[src/shared/pms_pkg.sv]
// Contract
// - Hold reset until supply passes power-on level, then start option-byte loading.
// - Option bytes pick one of three brownout levels or disable brownout reset.
// - Stay in reset while supply is below the active power-on or brownout level.
// - Internal supervisor works while its enable pin is high, off while low.
// - Enabled voltage detector interrupts on falling, rising, or both crossings.
// - Sleep stops only the processor clock; any peripheral interrupt or event wakes it.
// - Stop gates all core clocks and disables PLL and both oscillators, keeping state.
// - During Stop the regulator runs normal or low-power as configured.
// - Any external event line, detector output or clock event wakes from Stop.
// - Standby switches regulator off, powers core down, stops oscillators and PLL.
// - Standby exits on reset pin, watchdog reset, wakeup pin rise or clock event.
// - Standby is refused while the regulator is bypassed.
// - Backup domain is fed from main supply when present, else from the battery.
// - Battery operation starts only when the main supply is absent.
// - On battery, external interrupts and clock events do not end battery operation.
// - With supervisor off, battery operation is unavailable.
package pms_pkg;

	// ***************************************************************
	// Register map.
	// ***************************************************************
	localparam logic [7:0] PMS_CTRL_OFS = 8'h00;
	localparam logic [7:0] PMS_STATUS_OFS = 8'h04;
	localparam logic [7:0] PMS_FLAG_OFS = 8'h08;

	localparam int PMS_CTRL_PVD_EN = 0;
	localparam int PMS_CTRL_PVD_FALL = 1;
	localparam int PMS_CTRL_PVD_RISE = 2;
	localparam int PMS_CTRL_MODE_LSB = 3;
	localparam int PMS_CTRL_STOP_LP = 5;
	localparam int PMS_CTRL_ENTER = 6;
	localparam int PMS_FLAG_PVD = 0;
	localparam int PMS_FLAG_PVD_LEVEL = 1;

	localparam logic [1:0] PMS_RESP_OKAY = 2'h0;
	localparam logic [1:0] PMS_RESP_SLVERR = 2'h2;

	// ***************************************************************
	// Brownout selection and low-power modes.
	// ***************************************************************
	localparam logic [1:0] PMS_BOR_DISABLED = 2'h3;
	localparam logic [1:0] PMS_BOR_DEFAULT = 2'h0;
	localparam int PMS_BOR_LEVELS = 3;
	localparam int PMS_EXT_LINES = 16;
	localparam int PMS_RTC_EVENTS = 4;

	typedef enum logic [1:0]
	{
		PMS_LP_NONE = 2'h0,
		PMS_LP_SLEEP = 2'h1,
		PMS_LP_STOP = 2'h2,
		PMS_LP_STANDBY = 2'h3
	} pms_lp_e;

	typedef enum logic [5:0]
	{
		PMS_ST_RESET = 6'h01,
		PMS_ST_OPTLOAD = 6'h02,
		PMS_ST_RUN = 6'h04,
		PMS_ST_SLEEP = 6'h08,
		PMS_ST_STOP = 6'h10,
		PMS_ST_STANDBY = 6'h20
	} pms_state_e;

	// ***************************************************************
	// Bundled carriers.
	// ***************************************************************
	typedef struct packed
	{
		logic [PMS_EXT_LINES-1:0] ext_line;
		logic [PMS_RTC_EVENTS-1:0] rtc_event;
	} pms_wake_s;

	typedef struct packed
	{
		logic cpu_clk_en;
		logic core_clk_en;
		logic pll_en;
		logic internal_rc_oscillator_en;
		logic external_crystal_oscillator_en;
	} pms_clk_s;

	typedef struct packed
	{
		logic regulator_on;
		logic regulator_low_power;
		logic core_power_on;
		logic backup_from_battery;
	} pms_power_s;

endpackage

[src/rtl/pms_pvd.sv]
`timescale 1ns/1ps
`default_nettype none
// Programmable voltage detector edge logic.
module pms_pvd (
	input wire logic clk_in,
	input wire logic resetn_in,
	input wire logic above_in,
	input wire logic enable_in,
	input wire logic fall_en_in,
	input wire logic rise_en_in,
	output logic event_out,
	output logic output_out
);
	logic prev_above;
	logic armed;

	always_ff @(posedge clk_in or negedge resetn_in)
	begin
		if (!resetn_in)
		begin
			prev_above <= 1'b0;
			armed <= 1'b0;
			event_out <= 1'b0;
			output_out <= 1'b0;
		end
		else
		begin
			prev_above <= above_in;
			armed <= enable_in;
			output_out <= enable_in & ~above_in;
			event_out <= enable_in & armed &
				((fall_en_in & prev_above & ~above_in) | (rise_en_in & ~prev_above & above_in));
		end
	end
endmodule
`default_nettype wire

[src/rtl/pms_sync.sv]
`timescale 1ns/1ps
`default_nettype none
// Two-stage synchroniser for asynchronous pin and analog comparator levels.
module pms_sync #(
	parameter int WIDTH = 1
) (
	input wire logic clk_in,
	input wire logic resetn_in,
	input wire logic [WIDTH-1:0] async_in,
	output logic [WIDTH-1:0] sync_out
);
	logic [WIDTH-1:0] stage1;

	if (WIDTH < 1)
	begin : g_width_check
		$error("pms_sync: WIDTH must be at least 1.");
	end

	always_ff @(posedge clk_in or negedge resetn_in)
	begin
		if (!resetn_in)
		begin
			stage1 <= '0;
			sync_out <= '0;
		end
		else
		begin
			stage1 <= async_in;
			sync_out <= stage1;
		end
	end
endmodule
`default_nettype wire

[src/rtl/pms_top.sv]
`timescale 1ns/1ps
`default_nettype none
module pms_top import pms_pkg::*; #(
	parameter int ADDR_W = 8
) (
	input wire logic clk_in,
	input wire logic resetn_in,
	// AXI4-Lite slave.
	input wire logic [ADDR_W-1:0] s_axi_awaddr_in,
	input wire logic s_axi_awvalid_in,
	output logic s_axi_awready_out,
	input wire logic [31:0] s_axi_wdata_in,
	input wire logic [3:0] s_axi_wstrb_in,
	input wire logic s_axi_wvalid_in,
	output logic s_axi_wready_out,
	output logic [1:0] s_axi_bresp_out,
	output logic s_axi_bvalid_out,
	input wire logic s_axi_bready_in,
	input wire logic [ADDR_W-1:0] s_axi_araddr_in,
	input wire logic s_axi_arvalid_in,
	output logic s_axi_arready_out,
	output logic [31:0] s_axi_rdata_out,
	output logic [1:0] s_axi_rresp_out,
	output logic s_axi_rvalid_out,
	input wire logic s_axi_rready_in,
	// Supply comparators and pins, all asynchronous.
	input wire logic por_above_in,
	input wire logic [PMS_BOR_LEVELS-1:0] bor_above_in,
	input wire logic pvd_above_in,
	input wire logic supervisor_enable_pin_in,
	input wire logic external_reset_pin_n_in,
	input wire logic independent_watchdog_reset_in,
	input wire logic wakeup_pin_in,
	input wire logic main_supply_present_in,
	input wire logic regulator_bypass_in,
	input wire pms_wake_s wake_in,
	// Same-clock peripheral events and option-byte loader.
	input wire logic periph_event_in,
	input wire logic optload_done_in,
	input wire logic [1:0] optload_bor_sel_in,
	output logic optload_req_out,
	output logic system_reset_n_out,
	output pms_clk_s clk_ctrl_out,
	output pms_power_s power_out,
	output logic pvd_irq_out,
	output logic pvd_output_out,
	output logic [5:0] state_out
);
	localparam int SYNC_W = 8 + PMS_BOR_LEVELS + PMS_EXT_LINES + PMS_RTC_EVENTS;

	if (ADDR_W < 4 || ADDR_W > 32)
	begin : g_addr_w_check
		$error("pms_top: ADDR_W must lie between 4 and 32.");
	end

	// ***************************************************************
	// Input synchronisation.
	// ***************************************************************
	logic [SYNC_W-1:0] sync_vec;
	logic por_ok;
	logic [PMS_BOR_LEVELS-1:0] bor_ok;
	logic pvd_above;
	logic sup_en;
	logic rst_pin_n;
	logic independent_watchdog_rst;
	logic wakeup_pin;
	logic main_present;
	logic bypass;
	pms_wake_s wake;

	pms_sync #(.WIDTH(SYNC_W)) u_sync (
		.clk_in(clk_in),
		.resetn_in(resetn_in),
		.async_in({por_above_in, bor_above_in, pvd_above_in, supervisor_enable_pin_in,
			external_reset_pin_n_in, independent_watchdog_reset_in, wakeup_pin_in,
			main_supply_present_in, regulator_bypass_in, wake_in}),
		.sync_out(sync_vec)
	);

	assign {por_ok, bor_ok, pvd_above, sup_en, rst_pin_n, independent_watchdog_rst, wakeup_pin, main_present, bypass, wake} = sync_vec;

	// ***************************************************************
	// Register file state.
	// ***************************************************************
	pms_state_e state;
	pms_state_e next_state;
	logic pvd_en;
	logic pvd_fall;
	logic pvd_rise;
	pms_lp_e lp_mode;
	logic stop_lp;
	logic enter_req;
	logic pvd_flag;
	logic [1:0] bor_sel;
	logic bor_loaded;
	logic wakeup_pin_prev;
	logic pvd_evt;
	logic pvd_out;

	pms_pvd u_pvd (
		.clk_in(clk_in),
		.resetn_in(resetn_in),
		.above_in(pvd_above),
		.enable_in(pvd_en),
		.fall_en_in(pvd_fall),
		.rise_en_in(pvd_rise),
		.event_out(pvd_evt),
		.output_out(pvd_out)
	);

	// ***************************************************************
	// Reset and supervision.
	// ***************************************************************
	logic supply_bad;
	logic reset_cause;
	logic core_off;
	logic ext_wake;
	logic rtc_wake;
	logic wakeup_pin_rise;

	always_comb
	begin
		supply_bad = 1'b0;
		if (sup_en)
		begin
			if (!por_ok)
				supply_bad = 1'b1;
			if (bor_loaded && bor_sel != PMS_BOR_DISABLED && !bor_ok[bor_sel])
				supply_bad = 1'b1;
		end
	end

	assign reset_cause = supply_bad | ~rst_pin_n | independent_watchdog_rst;
	assign core_off = (state == PMS_ST_RESET) || (state == PMS_ST_OPTLOAD) || (state == PMS_ST_STANDBY);
	assign ext_wake = main_present & ((|wake.ext_line) | pvd_evt | pvd_out);
	assign rtc_wake = main_present & (|wake.rtc_event);
	assign wakeup_pin_rise = wakeup_pin & ~wakeup_pin_prev;

	// ***************************************************************
	// Mode sequencer.
	// ***************************************************************
	always_comb
	begin
		next_state = state;
		unique case (state)
			PMS_ST_RESET:
				if (!reset_cause)
					next_state = PMS_ST_OPTLOAD;
			PMS_ST_OPTLOAD:
				if (optload_done_in)
					next_state = PMS_ST_RUN;
			PMS_ST_RUN:
				if (enter_req)
				begin
					unique case (lp_mode)
						PMS_LP_SLEEP: next_state = PMS_ST_SLEEP;
						PMS_LP_STOP: next_state = PMS_ST_STOP;
						PMS_LP_STANDBY: next_state = bypass ? PMS_ST_RUN : PMS_ST_STANDBY;
						PMS_LP_NONE: next_state = PMS_ST_RUN;
					endcase
				end
			PMS_ST_SLEEP:
				if (periph_event_in | ext_wake | rtc_wake)
					next_state = PMS_ST_RUN;
			PMS_ST_STOP:
				if (ext_wake | rtc_wake)
					next_state = PMS_ST_RUN;
			PMS_ST_STANDBY:
				if (wakeup_pin_rise | rtc_wake)
					next_state = PMS_ST_RESET;
			default:
				next_state = PMS_ST_RESET;
		endcase
		if (reset_cause)
			next_state = PMS_ST_RESET;
	end

	always_ff @(posedge clk_in or negedge resetn_in)
	begin
		if (!resetn_in)
			state <= PMS_ST_RESET;
		else
			state <= next_state;
	end

	always_ff @(posedge clk_in or negedge resetn_in)
	begin
		if (!resetn_in)
			wakeup_pin_prev <= 1'b1;
		else
			wakeup_pin_prev <= wakeup_pin;
	end

	always_ff @(posedge clk_in or negedge resetn_in)
	begin
		if (!resetn_in)
		begin
			bor_sel <= PMS_BOR_DEFAULT;
			bor_loaded <= 1'b0;
		end
		else if (state == PMS_ST_OPTLOAD && optload_done_in)
		begin
			bor_sel <= optload_bor_sel_in;
			bor_loaded <= 1'b1;
		end
	end

	// ***************************************************************
	// AXI4-Lite slave.
	// ***************************************************************
	logic aw_held;
	logic w_held;
	logic [ADDR_W-1:0] aw_addr;
	logic [31:0] w_data;
	logic [3:0] w_strb;
	logic do_write;

	function automatic logic [7:0] reg_ofs(input logic [ADDR_W-1:0] addr);
		logic [31:0] wide;
		wide = 32'(addr);
		return {wide[7:2], 2'h0};
	endfunction

	function automatic logic mapped(input logic [ADDR_W-1:0] addr);
		logic [31:0] wide;
		wide = 32'(addr);
		return wide[31:8] == 24'h0 && (reg_ofs(addr) == PMS_CTRL_OFS ||
			reg_ofs(addr) == PMS_STATUS_OFS || reg_ofs(addr) == PMS_FLAG_OFS);
	endfunction

	assign s_axi_awready_out = ~aw_held & ~s_axi_bvalid_out;
	assign s_axi_wready_out = ~w_held & ~s_axi_bvalid_out;
	assign s_axi_arready_out = ~s_axi_rvalid_out;
	assign do_write = aw_held & w_held & ~s_axi_bvalid_out;

	always_ff @(posedge clk_in or negedge resetn_in)
	begin
		if (!resetn_in)
		begin
			aw_held <= 1'b0;
			w_held <= 1'b0;
			aw_addr <= '0;
			w_data <= 32'h0;
			w_strb <= 4'h0;
			s_axi_bvalid_out <= 1'b0;
			s_axi_bresp_out <= PMS_RESP_OKAY;
		end
		else
		begin
			if (s_axi_awvalid_in && s_axi_awready_out)
			begin
				aw_held <= 1'b1;
				aw_addr <= s_axi_awaddr_in;
			end
			if (s_axi_wvalid_in && s_axi_wready_out)
			begin
				w_held <= 1'b1;
				w_data <= s_axi_wdata_in;
				w_strb <= s_axi_wstrb_in;
			end
			if (do_write)
			begin
				aw_held <= 1'b0;
				w_held <= 1'b0;
				s_axi_bvalid_out <= 1'b1;
				s_axi_bresp_out <= mapped(aw_addr) ? PMS_RESP_OKAY : PMS_RESP_SLVERR;
			end
			else if (s_axi_bready_in)
				s_axi_bvalid_out <= 1'b0;
		end
	end

	// Control bits live in the core domain and are lost whenever it is off.
	always_ff @(posedge clk_in or negedge resetn_in)
	begin
		if (!resetn_in)
		begin
			pvd_en <= 1'b0;
			pvd_fall <= 1'b0;
			pvd_rise <= 1'b0;
			lp_mode <= PMS_LP_NONE;
			stop_lp <= 1'b0;
			enter_req <= 1'b0;
		end
		else if (core_off)
		begin
			pvd_en <= 1'b0;
			pvd_fall <= 1'b0;
			pvd_rise <= 1'b0;
			lp_mode <= PMS_LP_NONE;
			stop_lp <= 1'b0;
			enter_req <= 1'b0;
		end
		else
		begin
			enter_req <= 1'b0;
			if (do_write && reg_ofs(aw_addr) == PMS_CTRL_OFS && w_strb[0] && mapped(aw_addr))
			begin
				pvd_en <= w_data[PMS_CTRL_PVD_EN];
				pvd_fall <= w_data[PMS_CTRL_PVD_FALL];
				pvd_rise <= w_data[PMS_CTRL_PVD_RISE];
				lp_mode <= pms_lp_e'(w_data[PMS_CTRL_MODE_LSB +: 2]);
				stop_lp <= w_data[PMS_CTRL_STOP_LP];
				enter_req <= w_data[PMS_CTRL_ENTER];
			end
		end
	end

	// Detector flag: a new event wins over a same-cycle write-one clear.
	always_ff @(posedge clk_in or negedge resetn_in)
	begin
		if (!resetn_in)
			pvd_flag <= 1'b0;
		else if (pvd_evt)
			pvd_flag <= 1'b1;
		else if (core_off)
			pvd_flag <= 1'b0;
		else if (do_write && reg_ofs(aw_addr) == PMS_FLAG_OFS && w_strb[0] && w_data[PMS_FLAG_PVD])
			pvd_flag <= 1'b0;
	end

	always_ff @(posedge clk_in or negedge resetn_in)
	begin
		if (!resetn_in)
		begin
			s_axi_rvalid_out <= 1'b0;
			s_axi_rdata_out <= 32'h0;
			s_axi_rresp_out <= PMS_RESP_OKAY;
		end
		else if (s_axi_arvalid_in && s_axi_arready_out)
		begin
			s_axi_rvalid_out <= 1'b1;
			s_axi_rresp_out <= mapped(s_axi_araddr_in) ? PMS_RESP_OKAY : PMS_RESP_SLVERR;
			s_axi_rdata_out <= 32'h0;
			if (mapped(s_axi_araddr_in))
			begin
				unique case (reg_ofs(s_axi_araddr_in))
					PMS_CTRL_OFS: s_axi_rdata_out <= {26'h0, stop_lp, lp_mode, pvd_rise, pvd_fall, pvd_en};
					PMS_STATUS_OFS: s_axi_rdata_out <= {20'h0, power_out.backup_from_battery, bypass,
						sup_en, bor_loaded, bor_sel, state};
					PMS_FLAG_OFS: s_axi_rdata_out <= {30'h0, pvd_out, pvd_flag};
					default: s_axi_rdata_out <= 32'h0;
				endcase
			end
		end
		else if (s_axi_rready_in)
			s_axi_rvalid_out <= 1'b0;
	end

	// ***************************************************************
	// Clock, power and reset outputs.
	// ***************************************************************
	always_ff @(posedge clk_in or negedge resetn_in)
	begin
		if (!resetn_in)
		begin
			clk_ctrl_out <= '0;
			power_out <= '0;
			system_reset_n_out <= 1'b0;
			optload_req_out <= 1'b0;
		end
		else
		begin
			system_reset_n_out <= (next_state == PMS_ST_RUN) || (next_state == PMS_ST_SLEEP) ||
				(next_state == PMS_ST_STOP);
			optload_req_out <= next_state == PMS_ST_OPTLOAD;
			clk_ctrl_out.cpu_clk_en <= next_state == PMS_ST_RUN;
			clk_ctrl_out.core_clk_en <= (next_state == PMS_ST_RUN) || (next_state == PMS_ST_SLEEP);
			clk_ctrl_out.pll_en <= (next_state == PMS_ST_RUN) || (next_state == PMS_ST_SLEEP);
			clk_ctrl_out.internal_rc_oscillator_en <= (next_state != PMS_ST_STOP) &&
				(next_state != PMS_ST_STANDBY);
			clk_ctrl_out.external_crystal_oscillator_en <= (next_state == PMS_ST_RUN) ||
				(next_state == PMS_ST_SLEEP);
			power_out.regulator_on <= next_state != PMS_ST_STANDBY;
			power_out.core_power_on <= next_state != PMS_ST_STANDBY;
			power_out.regulator_low_power <= (next_state == PMS_ST_STOP) && stop_lp;
			// battery switch; only without main; needs supervisor
			power_out.backup_from_battery <= ~main_present & sup_en;
		end
	end

	assign pvd_irq_out = pvd_flag;
	assign pvd_output_out = pvd_out;
	assign state_out = state;

endmodule
`default_nettype wire

[config.mk]
export PLATFORM = sky130hd
export DESIGN_NAME = pms_top
export DESIGN_NICKNAME = d
export VERILOG_FILES = /design/src/shared/pms_pkg.sv /design/src/rtl/pms_pvd.sv /design/src/rtl/pms_sync.sv /design/src/rtl/pms_top.sv
export SDC_FILE = /design/constraint.sdc
export NUM_CORES = 1
export LEC_CHECK = 0
export BUFFER_PORTS_ARGS = -buffer_cell sky130_fd_sc_hd__clkbuf_2
export CORE_AREA = 4 4 148 114
export DETAILED_ROUTE_END_ITERATION = 8
export DIE_AREA = 0 0 152 118
export PLACE_DENSITY_LB_ADDON = 0.25
export REMOVE_ABC_BUFFERS = 1
export SYNTH_ARGS = -nofsm -noshare
export SYNTH_HDL_FRONTEND = slang
export SYNTH_SLANG_ARGS = --single-unit
[constraint.sdc]
create_clock -name clk_in -period 2.5 [get_ports clk_in]
set_input_delay 0.25 -clock clk_in [delete_from_list [all_inputs] [get_ports clk_in]]
set_output_delay 0.25 -clock clk_in [all_outputs]
set_load 0.01 [all_outputs]
==> results of run 1 <==
## metrics by stage
stage	std cells	worst slack (ns)	hold slack [ns]
4_1_cts	696	0.342	0.0153
3_5_place_dp	632	0.360	0.239
3_3_place_gp	632	0.378	0.240
2_1_floorplan	318	0.392	-0.0456
5_1_grt	696	0.226	0.0460
6_report	696	0.365	0.0306
## where the power goes
| group | internal [mW] | switching [mW] | total, mW |
|---|---|---|---|
| clock | 1.38 | 0.929 | 2.31 |
| combinational | 0.295 | 0.252 | 0.547 |
| sequential | 2.23 | 0.127 | 2.35 |
| total | 3.90 | 1.31 | 5.21 |
## area by class of cell
class | count | area share (%)
tap | 205 | 4.19
sequential | 124 | 50.7
clock inverter | 15 | 2.25
clock buffer | 17 | 6.95
inverter | 10 | 0.613
timing repair buffer | 141 | 14.9
multi-input combinational | 184 | 20.4
## placed cells by master, fill, tap and decap left out, types with 5 or more instances in the layout
cell type / instances
conb_1: 22
nor4_1: 10
dlygate4sd3_1: 32
buf_4: 9
nand2_1: 15
mux2_2: 17
dfrtp_1: 122
mux2i_1: 13
a22o_1: 9
clkbuf_2: 98
inv_6: 5
clkbuf_16: 17
nor2_1: 17
o21ai_0: 11
nor2b_1: 8
o211ai_1: 5
inv_1: 10
a21oi_1: 5
## final timing paths
check                             startpoint                   to  depth (start not counted)
hold reg to reg            u_sync.stage1[19]  u_sync.sync_out[19]                          0
hold / removal               s_axi_bready_in     s_axi_bvalid_out                          2
min in group asynchronous          resetn_in  u_sync.sync_out[26]                          2
setup reg to reg                state_out[3]      clk_ctrl_out[1]                          5
max in group asynchronous          resetn_in  u_sync.sync_out[10]                          3
setup / recovery                state_out[3]      clk_ctrl_out[1]                          5
## flip-flops by register name, indices dropped and copies added, names as in the netlist, 2 cells and up
signal and flops:
lp_mode 2, bor_sel 2, clk_ctrl_out 3, power_out 3, u_sync.stage1 31, s_axi_rdata_out 12, state_out 6, w_data 7
aw_addr 6, u_sync.sync_out 31
## kinds of logic (layout without fill, tap and decap cells)
family	count (synthesis)	count (layout)	share of synthesized area (%)
DFF	124	124	68.2
and+or+nand+nor	82	82	10.7
AOI/OAI and AO/OA	48	48	7.56
buffers and inverters	45	183	5.99
muxes	30	30	7.06
xor gates and xnor gates	2	2	0.385
other	1	22	0.0824
## per-layer routing
layer / track usage [%] / vias to the layer above / part of all wire (%)
li1: - / 1418 / -
met1: 15.5 / 1439 / 47
met2: 16.7 / 101 / 45
met3: 4.04 / 7 / 7.5
met4: 4.04 / 0 / 0.94
met5: 0 / - / 0
## critical path: cells and delay by family, from the launching register on
kind	cells	cell delay, ns
AOI/OAI and AO/OA	1	0.18
DFF	1	0.37
and+or+nand+nor	4	1.48
## timing repair
item,4_1_cts,5_1_grt
hold buffers,32,0
hold endpoints to repair,84,0
endpoints found under the setup margin,0,0
==> run metrics, run 1 <==
TritonCTS Buffers=17; area of the multi-input gates=1250 um2; min cycle time layout=2.14 ns; CTS Root Cell=clkbuf_16; final count of pins violating max slew=0; FF+latch count, synth=124; drt first pass iters=4; crit end category=flip-flop; Post-Route Skew=0.00909 ns; relative slew slack=59.2%; Starting Density=29.9%; DRT iter0 DRCs=136; status=complete, no violations; highest-delay cell along the critical path=or4b_4; flop2flop setup slack=0.36 ns; die area=17900 um2; Final nets=572; # setup viols final=0; Syn Area/Cell=13.7 um2; Cells after Synth=332; average via count per standard cell=4.26; share of layout cells above drive strength 1=33.8%; Worst Setup Start Kind=flip-flop; first-pass GRT wire length=16200 um; ys flop type=dfrtp_1; antenna violations before repair=0; Die Span Y=118 um; via count=2965; Port Buffers=99; worst-skew pair later-pin latency=0.40 ns; # diodes=0; Yosys warning count=0; placer congestion estimate=0.802; post-synth top area share=67.1%; fill cell count=1450; RSZ-0062 raised after global routing=no; Worst-Margin Slew=0.604 ns; most frequent cell after synthesis=dfrtp_1; post-CTS setup buffers=0; total power=5.21 mW; clk buf depth=2; Fin. Hold Viols=0; sum of negative setup slack=0 ns; fin crit share=85.4%; vias in the first global route=3157; antenna-violating nets left=0; worst endpoint data arrival time=2.43 ns; Cell variety after synth=50; Global Route Usage Sum=11.4%; Max Cap Viol=0; fin util=40.2%; Post-DP HPWL=6910 um; ys async rst share=100%; routed len/inst=13.9 um; cell area after layout=6120 um2; Core ar.=15200 um2; Cell Rows=39; synth top area cells=dfrtp_1 67%, mux2_2 4.2%, buf_4 4.1%; largest net degree at the start of global routing=57; Clk pin slew, worst setup/hold paths=0.06 ns; CTS sink cnt=124; pwr/cell area=850 nW/um2; GR Overflow Total=0; Seq/Total Area, Yosys=68.2%; static leakage=2.92 nW; fmax=468 MHz; CTS tree=built; worst hold path class=input port to flip-flop; DRC Markers=0; EDFF count, synth=0; Syn Std Cell Area=4550 um2; # IOs=154; post-cts resize count=0; Total Wirelength=9660 um; Crit path largest cell delay=0.55 ns; Worst EP required=2.79 ns; worst path cell trace=or3_4 -> or4b_4 -> nor4_4 -> o211ai_2 -> and2_1; Synth-to-Final Area Change=34.6%; VDD IR max=0.397 mV; top post-synthesis cells by count=122 x dfrtp_1, 25 x buf_4, 17 x mux2_2, 17 x nor2_1, 15 x nand2_1; worst setup path class=flip-flop to flip-flop; post-place instance area=5240 um2; Crit Path Max Fanout=6; Yosys top cell by area=dfrtp_1; Reg area=3110 um2; die width=152 um; H-tree Lvls=4
Power figures use the tool's default switching activity.
==> run 2, diff against run 1 <==
Settings changed: BUFFER_PORTS_ARGS -buffer_cell sky130_fd_sc_hd__clkbuf_2 to -buffer_cell sky130_fd_sc_hd__buf_2.
==> run 2 against run 1 <==
Critical path depth unchanged. Global-route usage decreased by 0.063 points. Sequential share of layout area shrank 0.56 points. Register-to-register slack is essentially flat. Critical endpoint unchanged. Largest cell class unchanged. Largest power group is now clock.
==> run metrics, run 2 (synthesis results as in run 1) <==
post-cts resize count=0; hold endpoint=s_axi_bvalid_out; Total Wirelength=9800 um; antenna-violating nets left=0; RSZ-0062 raised after global routing=no; Reg area=3110 um2; # IOs=154; die width=152 um; Hold Crit Depth=2; Final nets=572; largest net degree at the start of global routing=59; pwr/cell area=886 nW/um2; VDD IR max=0.383 mV; sw frac=22.7%; clock power share=47.1%; placer congestion estimate=0.809; fin util=40.7%; Fin. Hold Viols=0; status=complete, no violations; Post-Layout Cell Count=698; share of layout cells above drive strength 1=33.2%; min cycle time layout=2.14 ns; GR Overflow Total=0; clk buf depth=2; drt first pass iters=4; flop2flop setup slack=0.36 ns; crit end category=flip-flop; relative slew slack=58.3%; DRC Markers=0; Post-DP HPWL=6930 um; DRT iter0 DRCs=129; final worst slack=0.362 ns; Worst-Margin Slew=0.617 ns; die area=17900 um2; via count=2994; CTS sink cnt=124; average via count per standard cell=4.29; fmax=468 MHz; Port Buffers=99; post-placement cell count=632; Die Span Y=118 um; Comb pwr share=10.0%; Core ar.=15200 um2; Top Registers=u_sync.stage1 (31), u_sync.sync_out (31), s_axi_rdata_out (12); worst setup path class=flip-flop to flip-flop; total power=5.49 mW; Worst Setup Start Kind=flip-flop; worst hold path class=input port to flip-flop; routed len/inst=14.0 um; most frequent cells in the layout=122 x dfrtp_1, 98 x buf_2, 32 x dlygate4sd3_1, 22 x conb_1; post-CTS setup buffers=0; Synth-to-Final Area Change=36.1%; most common cell after layout, fill and taps aside=dfrtp_1; final count of pins violating max slew=0; Global Route Usage Sum=11.3%; vias in the first global route=3061; reg2reg end=clk_ctrl_out[1]; CTS Root Cell=clkbuf_16; sum of negative setup slack=0 ns; worst endpoint data arrival time=2.43 ns; share of total power in sequential cells=42.9%; H-tree Lvls=4; Worst EP required=2.79 ns; antenna violations before repair=2; Clk pin slew, worst setup/hold paths=0.06 ns; P_int=4.25 mW; R2R cell count=5; worst flop-to-flop path startpoint=state_out[3]; hold wc startpoint=s_axi_bready_in; worst-skew pair later-pin latency=0.40 ns; fin crit share=85.5%; area of the multi-input gates=1250 um2; CTS tree=built; TritonCTS Buffers=17; pre-CTS setup slack=0.381 ns; static leakage=2.96 nW; Starting Density=29.9%; Post-Route Skew=0.0131 ns; P_sw=1.24 mW; Cell Rows=39; # setup viols final=0; Crit Path Max Fanout=6; first-pass GRT wire length=16100 um; fill cell count=1449; Max Cap Viol=0
## run 2: cell count changes in the layout (fill, tap and decap cells not counted), moves of 3 or more
cell / change
clkbuf_1: +3
inv_6: -4
clkbuf_2: -98
buf_2: +98
bufinv_16: +3
## run 2: through the flow
stage          hold slack, ns  cell area (um2)
2_1_floorplan         -0.0456             4400
3_5_place_dp            0.254             5240
6_report               0.0244             6190
4_1_cts               0.00402             6190
3_3_place_gp            0.252             5240
5_1_grt                0.0158             6190
## run 2: layout make-up
| type | instances | area share [%] |
|---|---|---|
| Multi-Input combinational cell | 184 | 20.2 |
| Inverter | 10 | 0.606 |
| Clock inverter | 10 | 2.63 |
| Antenna cell | 2 | 0.0808 |
| Tap cell | 205 | 4.14 |
| Sequential cell | 124 | 50.1 |
| Clock buffer | 22 | 7.49 |
| Timing Repair Buffer | 141 | 14.7 |
## run 2: worst max-delay path by stage
stage                      start               to  slack (ns)  cells past startpoint
detailed placement  state_out[3]  clk_ctrl_out[1]        0.38                      5
floorplan           state_out[3]  clk_ctrl_out[1]        0.39                      5
global route        state_out[2]     state_out[1]        0.16                      6
finish              state_out[3]  clk_ctrl_out[1]        0.36                      5
global placement    state_out[3]  clk_ctrl_out[1]        0.38                      5
CTS                 state_out[3]  clk_ctrl_out[1]        0.36                      5
## run 2: worst max-delay path, stage by stage, from the launching register on
cell and delay, ns:
dfrtp_1 0.37, or3_4 0.42, or4b_4 0.55, nor4_4 0.30, o211ai_2 0.18, and2_1 0.20
## run 2: power groups by stage
stage,Combinational [mW],Clock [mW],Sequential [mW]
2_1_floorplan,0.311,0,2.36
3_3_place_gp,0.506,0,2.38
3_5_place_dp,0.526,0,2.39
4_1_cts,0.563,2.67,2.35
5_1_grt,0.614,2.76,2.39
6_report,0.549,2.59,2.35
## run 2: repair_timing
item                                    4_1_cts  5_1_grt
hold endpoints to repair                     86        0
hold buffers                                 32        0
endpoints found under the setup margin        0        0
## run 2: layer usage
| layer | part of all wire, % | track usage (%) | up-vias |
|---|---|---|---|
| met4 | 0.81 | 4.10 | 0 |
| met1 | 48 | 15.5 | 1446 |
| li1 | - | - | 1426 |
| met3 | 7.3 | 4.23 | 8 |
| met2 | 43 | 16.3 | 114 |
| met5 | 0 | 0 | - |
==> run 3, diff against run 2 <==
Clock period 2.5 ns to 2.3 ns, I/O delays scaled along.
==> run 3 against run 2 <==
Total power up 8.5%. Final cell count is 0.29% lower. Worst hold slack got worse by 0.0028 ns. Final area hardly changed. Flip-flop and latch count is the same. Die area unchanged. Utilization barely moved. First-iteration DRC count down 28%. Critical path type unchanged.
==> run metrics, run 3 (synthesis results as in run 1) <==
status=complete, no violations; Clk pin slew, worst setup/hold paths=0.06 ns; highest-delay cell along the critical path=or4b_4; Port Buffers=99; worst setup path class=flip-flop to flip-flop; P_sw=1.41 mW; average via count per standard cell=4.27; Crit path largest cell delay=0.55 ns; die area=17900 um2; number of buffer and inverter stages on the critical path=0; CTS Root Cell=clkbuf_16; largest net degree at the start of global routing=53; clk buf depth=2; Die Span Y=118 um; Synth-to-Final Area Change=36.0%; share of total power in sequential cells=42.9%; Fin. Hold Viols=0; drt first pass iters=4; Global Route Usage Sum=11.4%; share of layout cells above drive strength 1=33.6%; die width=152 um; crit end category=flip-flop; CTS sink cnt=124; routed len/inst=14.2 um; clock power share=47.0%; RSZ-0062 raised after global routing=no; Top Family by Delay on Critical Path=simple AND/OR/NAND/NOR gates; fmax=464 MHz; P_int=4.54 mW; DRC Markers=0; Final nets=572; Core ar.=15200 um2; final count of pins violating max slew=0; fill cell count=1433; most frequent cells in the layout=122 x dfrtp_1, 98 x buf_2, 33 x dlygate4sd3_1, 22 x conb_1; CTS tree=built; Max Cap Viol=0; placer congestion estimate=0.803; min cycle time layout=2.16 ns; Cell Rows=39; Worst-Margin Slew=0.639 ns; Post-Route Skew=0.00946 ns; Starting Density=29.9%; worst path cell trace=or3_4 -> or4b_4 -> nor4_4 -> o211ai_2 -> and2_1; worst-skew pair later-pin latency=0.40 ns; TritonCTS Buffers=17; # diodes=0; GR Overflow Total=0; VDD IR max=0.418 mV; static leakage=2.96 nW; antenna violations before repair=2; Worst EP required=2.60 ns; fin crit share=93.8%; Top Registers=u_sync.stage1 (31), u_sync.sync_out (31), s_axi_rdata_out (12); # setup viols final=0; pwr/cell area=962 nW/um2; cell area after layout=6190 um2; worst hold path class=input port to flip-flop; # IOs=154; antenna-violating nets left=0; first-pass GRT wire length=16100 um; sw frac=23.7%; Total Wirelength=9860 um; DRT iter0 DRCs=93; most common cell after layout, fill and taps aside=dfrtp_1; H-tree Lvls=4; post-cts resize count=0; via count=2971; vias in the first global route=3008; Crit Path Max Fanout=6; Worst Setup Start Kind=flip-flop; Post-DP HPWL=6910 um; post-CTS setup buffers=0; sum of negative setup slack=0 ns; worst endpoint data arrival time=2.45 ns; relative slew slack=57.0%; post-place instance area=5230 um2; Comb pwr share=10.0%
-- run 3: changes by cell type in the layout (fill, tap and decap cells not counted), sizes merged --
| cell | change |
|---|---|
| dlygate4sd3 | +1 |
| clkinv | +1 |
| clkinvlp | +1 |
| diode | -2 |
| buf | -1 |
| inv | +1 |
| bufinv | -1 |
| clkbuf | -2 |
-- run 3: worst register-to-register path, cell delays in order (launching register included) --
cell and delay, ns:
dfrtp_1 0.37, or3_4 0.42, or4b_4 0.55, nor4_4 0.31, o211ai_2 0.19, and2_1 0.21
-- run 3: repair_timing --
action                                  CTS  global route
hold buffers                             33             0
endpoints found under the setup margin    0             0
hold endpoints to repair                 81             0
-- run 3: per-layer routing --
metal  up-vias  share of wire (%)  track usage (%)
met5         -               0.21                0
met3        17                6.5             4.52
met2        95                 44             15.9
met4         4                1.7             4.32
li1       1419                  -                -
met1      1436                 48             16.0
-- run 3: final timing paths --
| kind | end | slack [ns] | cells past startpoint | startpoint |
|---|---|---|---|---|
| setup / recovery | clk_ctrl_out[1] | 0.14 | 5 | state_out[3] |
| hold / removal | s_axi_rvalid_out | 0.02 | 2 | s_axi_rready_in |
| setup reg to reg | clk_ctrl_out[1] | 0.14 | 5 | state_out[3] |
| hold reg to reg | u_sync.sync_out[10] | 0.34 | 0 | u_sync.stage1[10] |
| max in group asynchronous | u_sync.stage1[8] | 1.21 | 3 | resetn_in |
| min in group asynchronous | w_data[1] | 0.35 | 2 | resetn_in |
-- run 3: power by group through the flow --
stage	sequential, mW	combinational [mW]	clock [mW]
6_report	2.56	0.598	2.80
5_1_grt	2.59	0.676	2.98
4_1_cts	2.55	0.611	2.88
3_5_place_dp	2.59	0.568	0
3_3_place_gp	2.59	0.549	0
2_1_floorplan	2.57	0.338	0
-- run 3: per-stage QoR --
step / cells / utilization, % / setup slack, ns / hold slack (ns) / power [mW]
3_5_place_dp: 631 / 34.4 / 0.163 / 0.205 / 3.16
6_report: 696 / 40.7 / 0.143 / 0.0216 / 5.96
2_1_floorplan: 318 / - / 0.192 / -0.0656 / 2.90
4_1_cts: 696 / 40.7 / 0.151 / 0.00316 / 6.04
5_1_grt: 696 / 40.7 / 0.0601 / 0.000259 / 6.24
3_3_place_gp: 631 / 34.4 / 0.181 / 0.199 / 3.13
-- run 3: final cells by class --
class,instances,area (um2),share of cell area (%)
clock buffer,20,467,7.54
clock inverter,12,161,2.61
inverter,10,37.5,0.606
multi-input combinational,184,1250,20.2
sequential,124,3110,50.2
tap,205,256,4.14
timing repair buffer,141,912,14.7
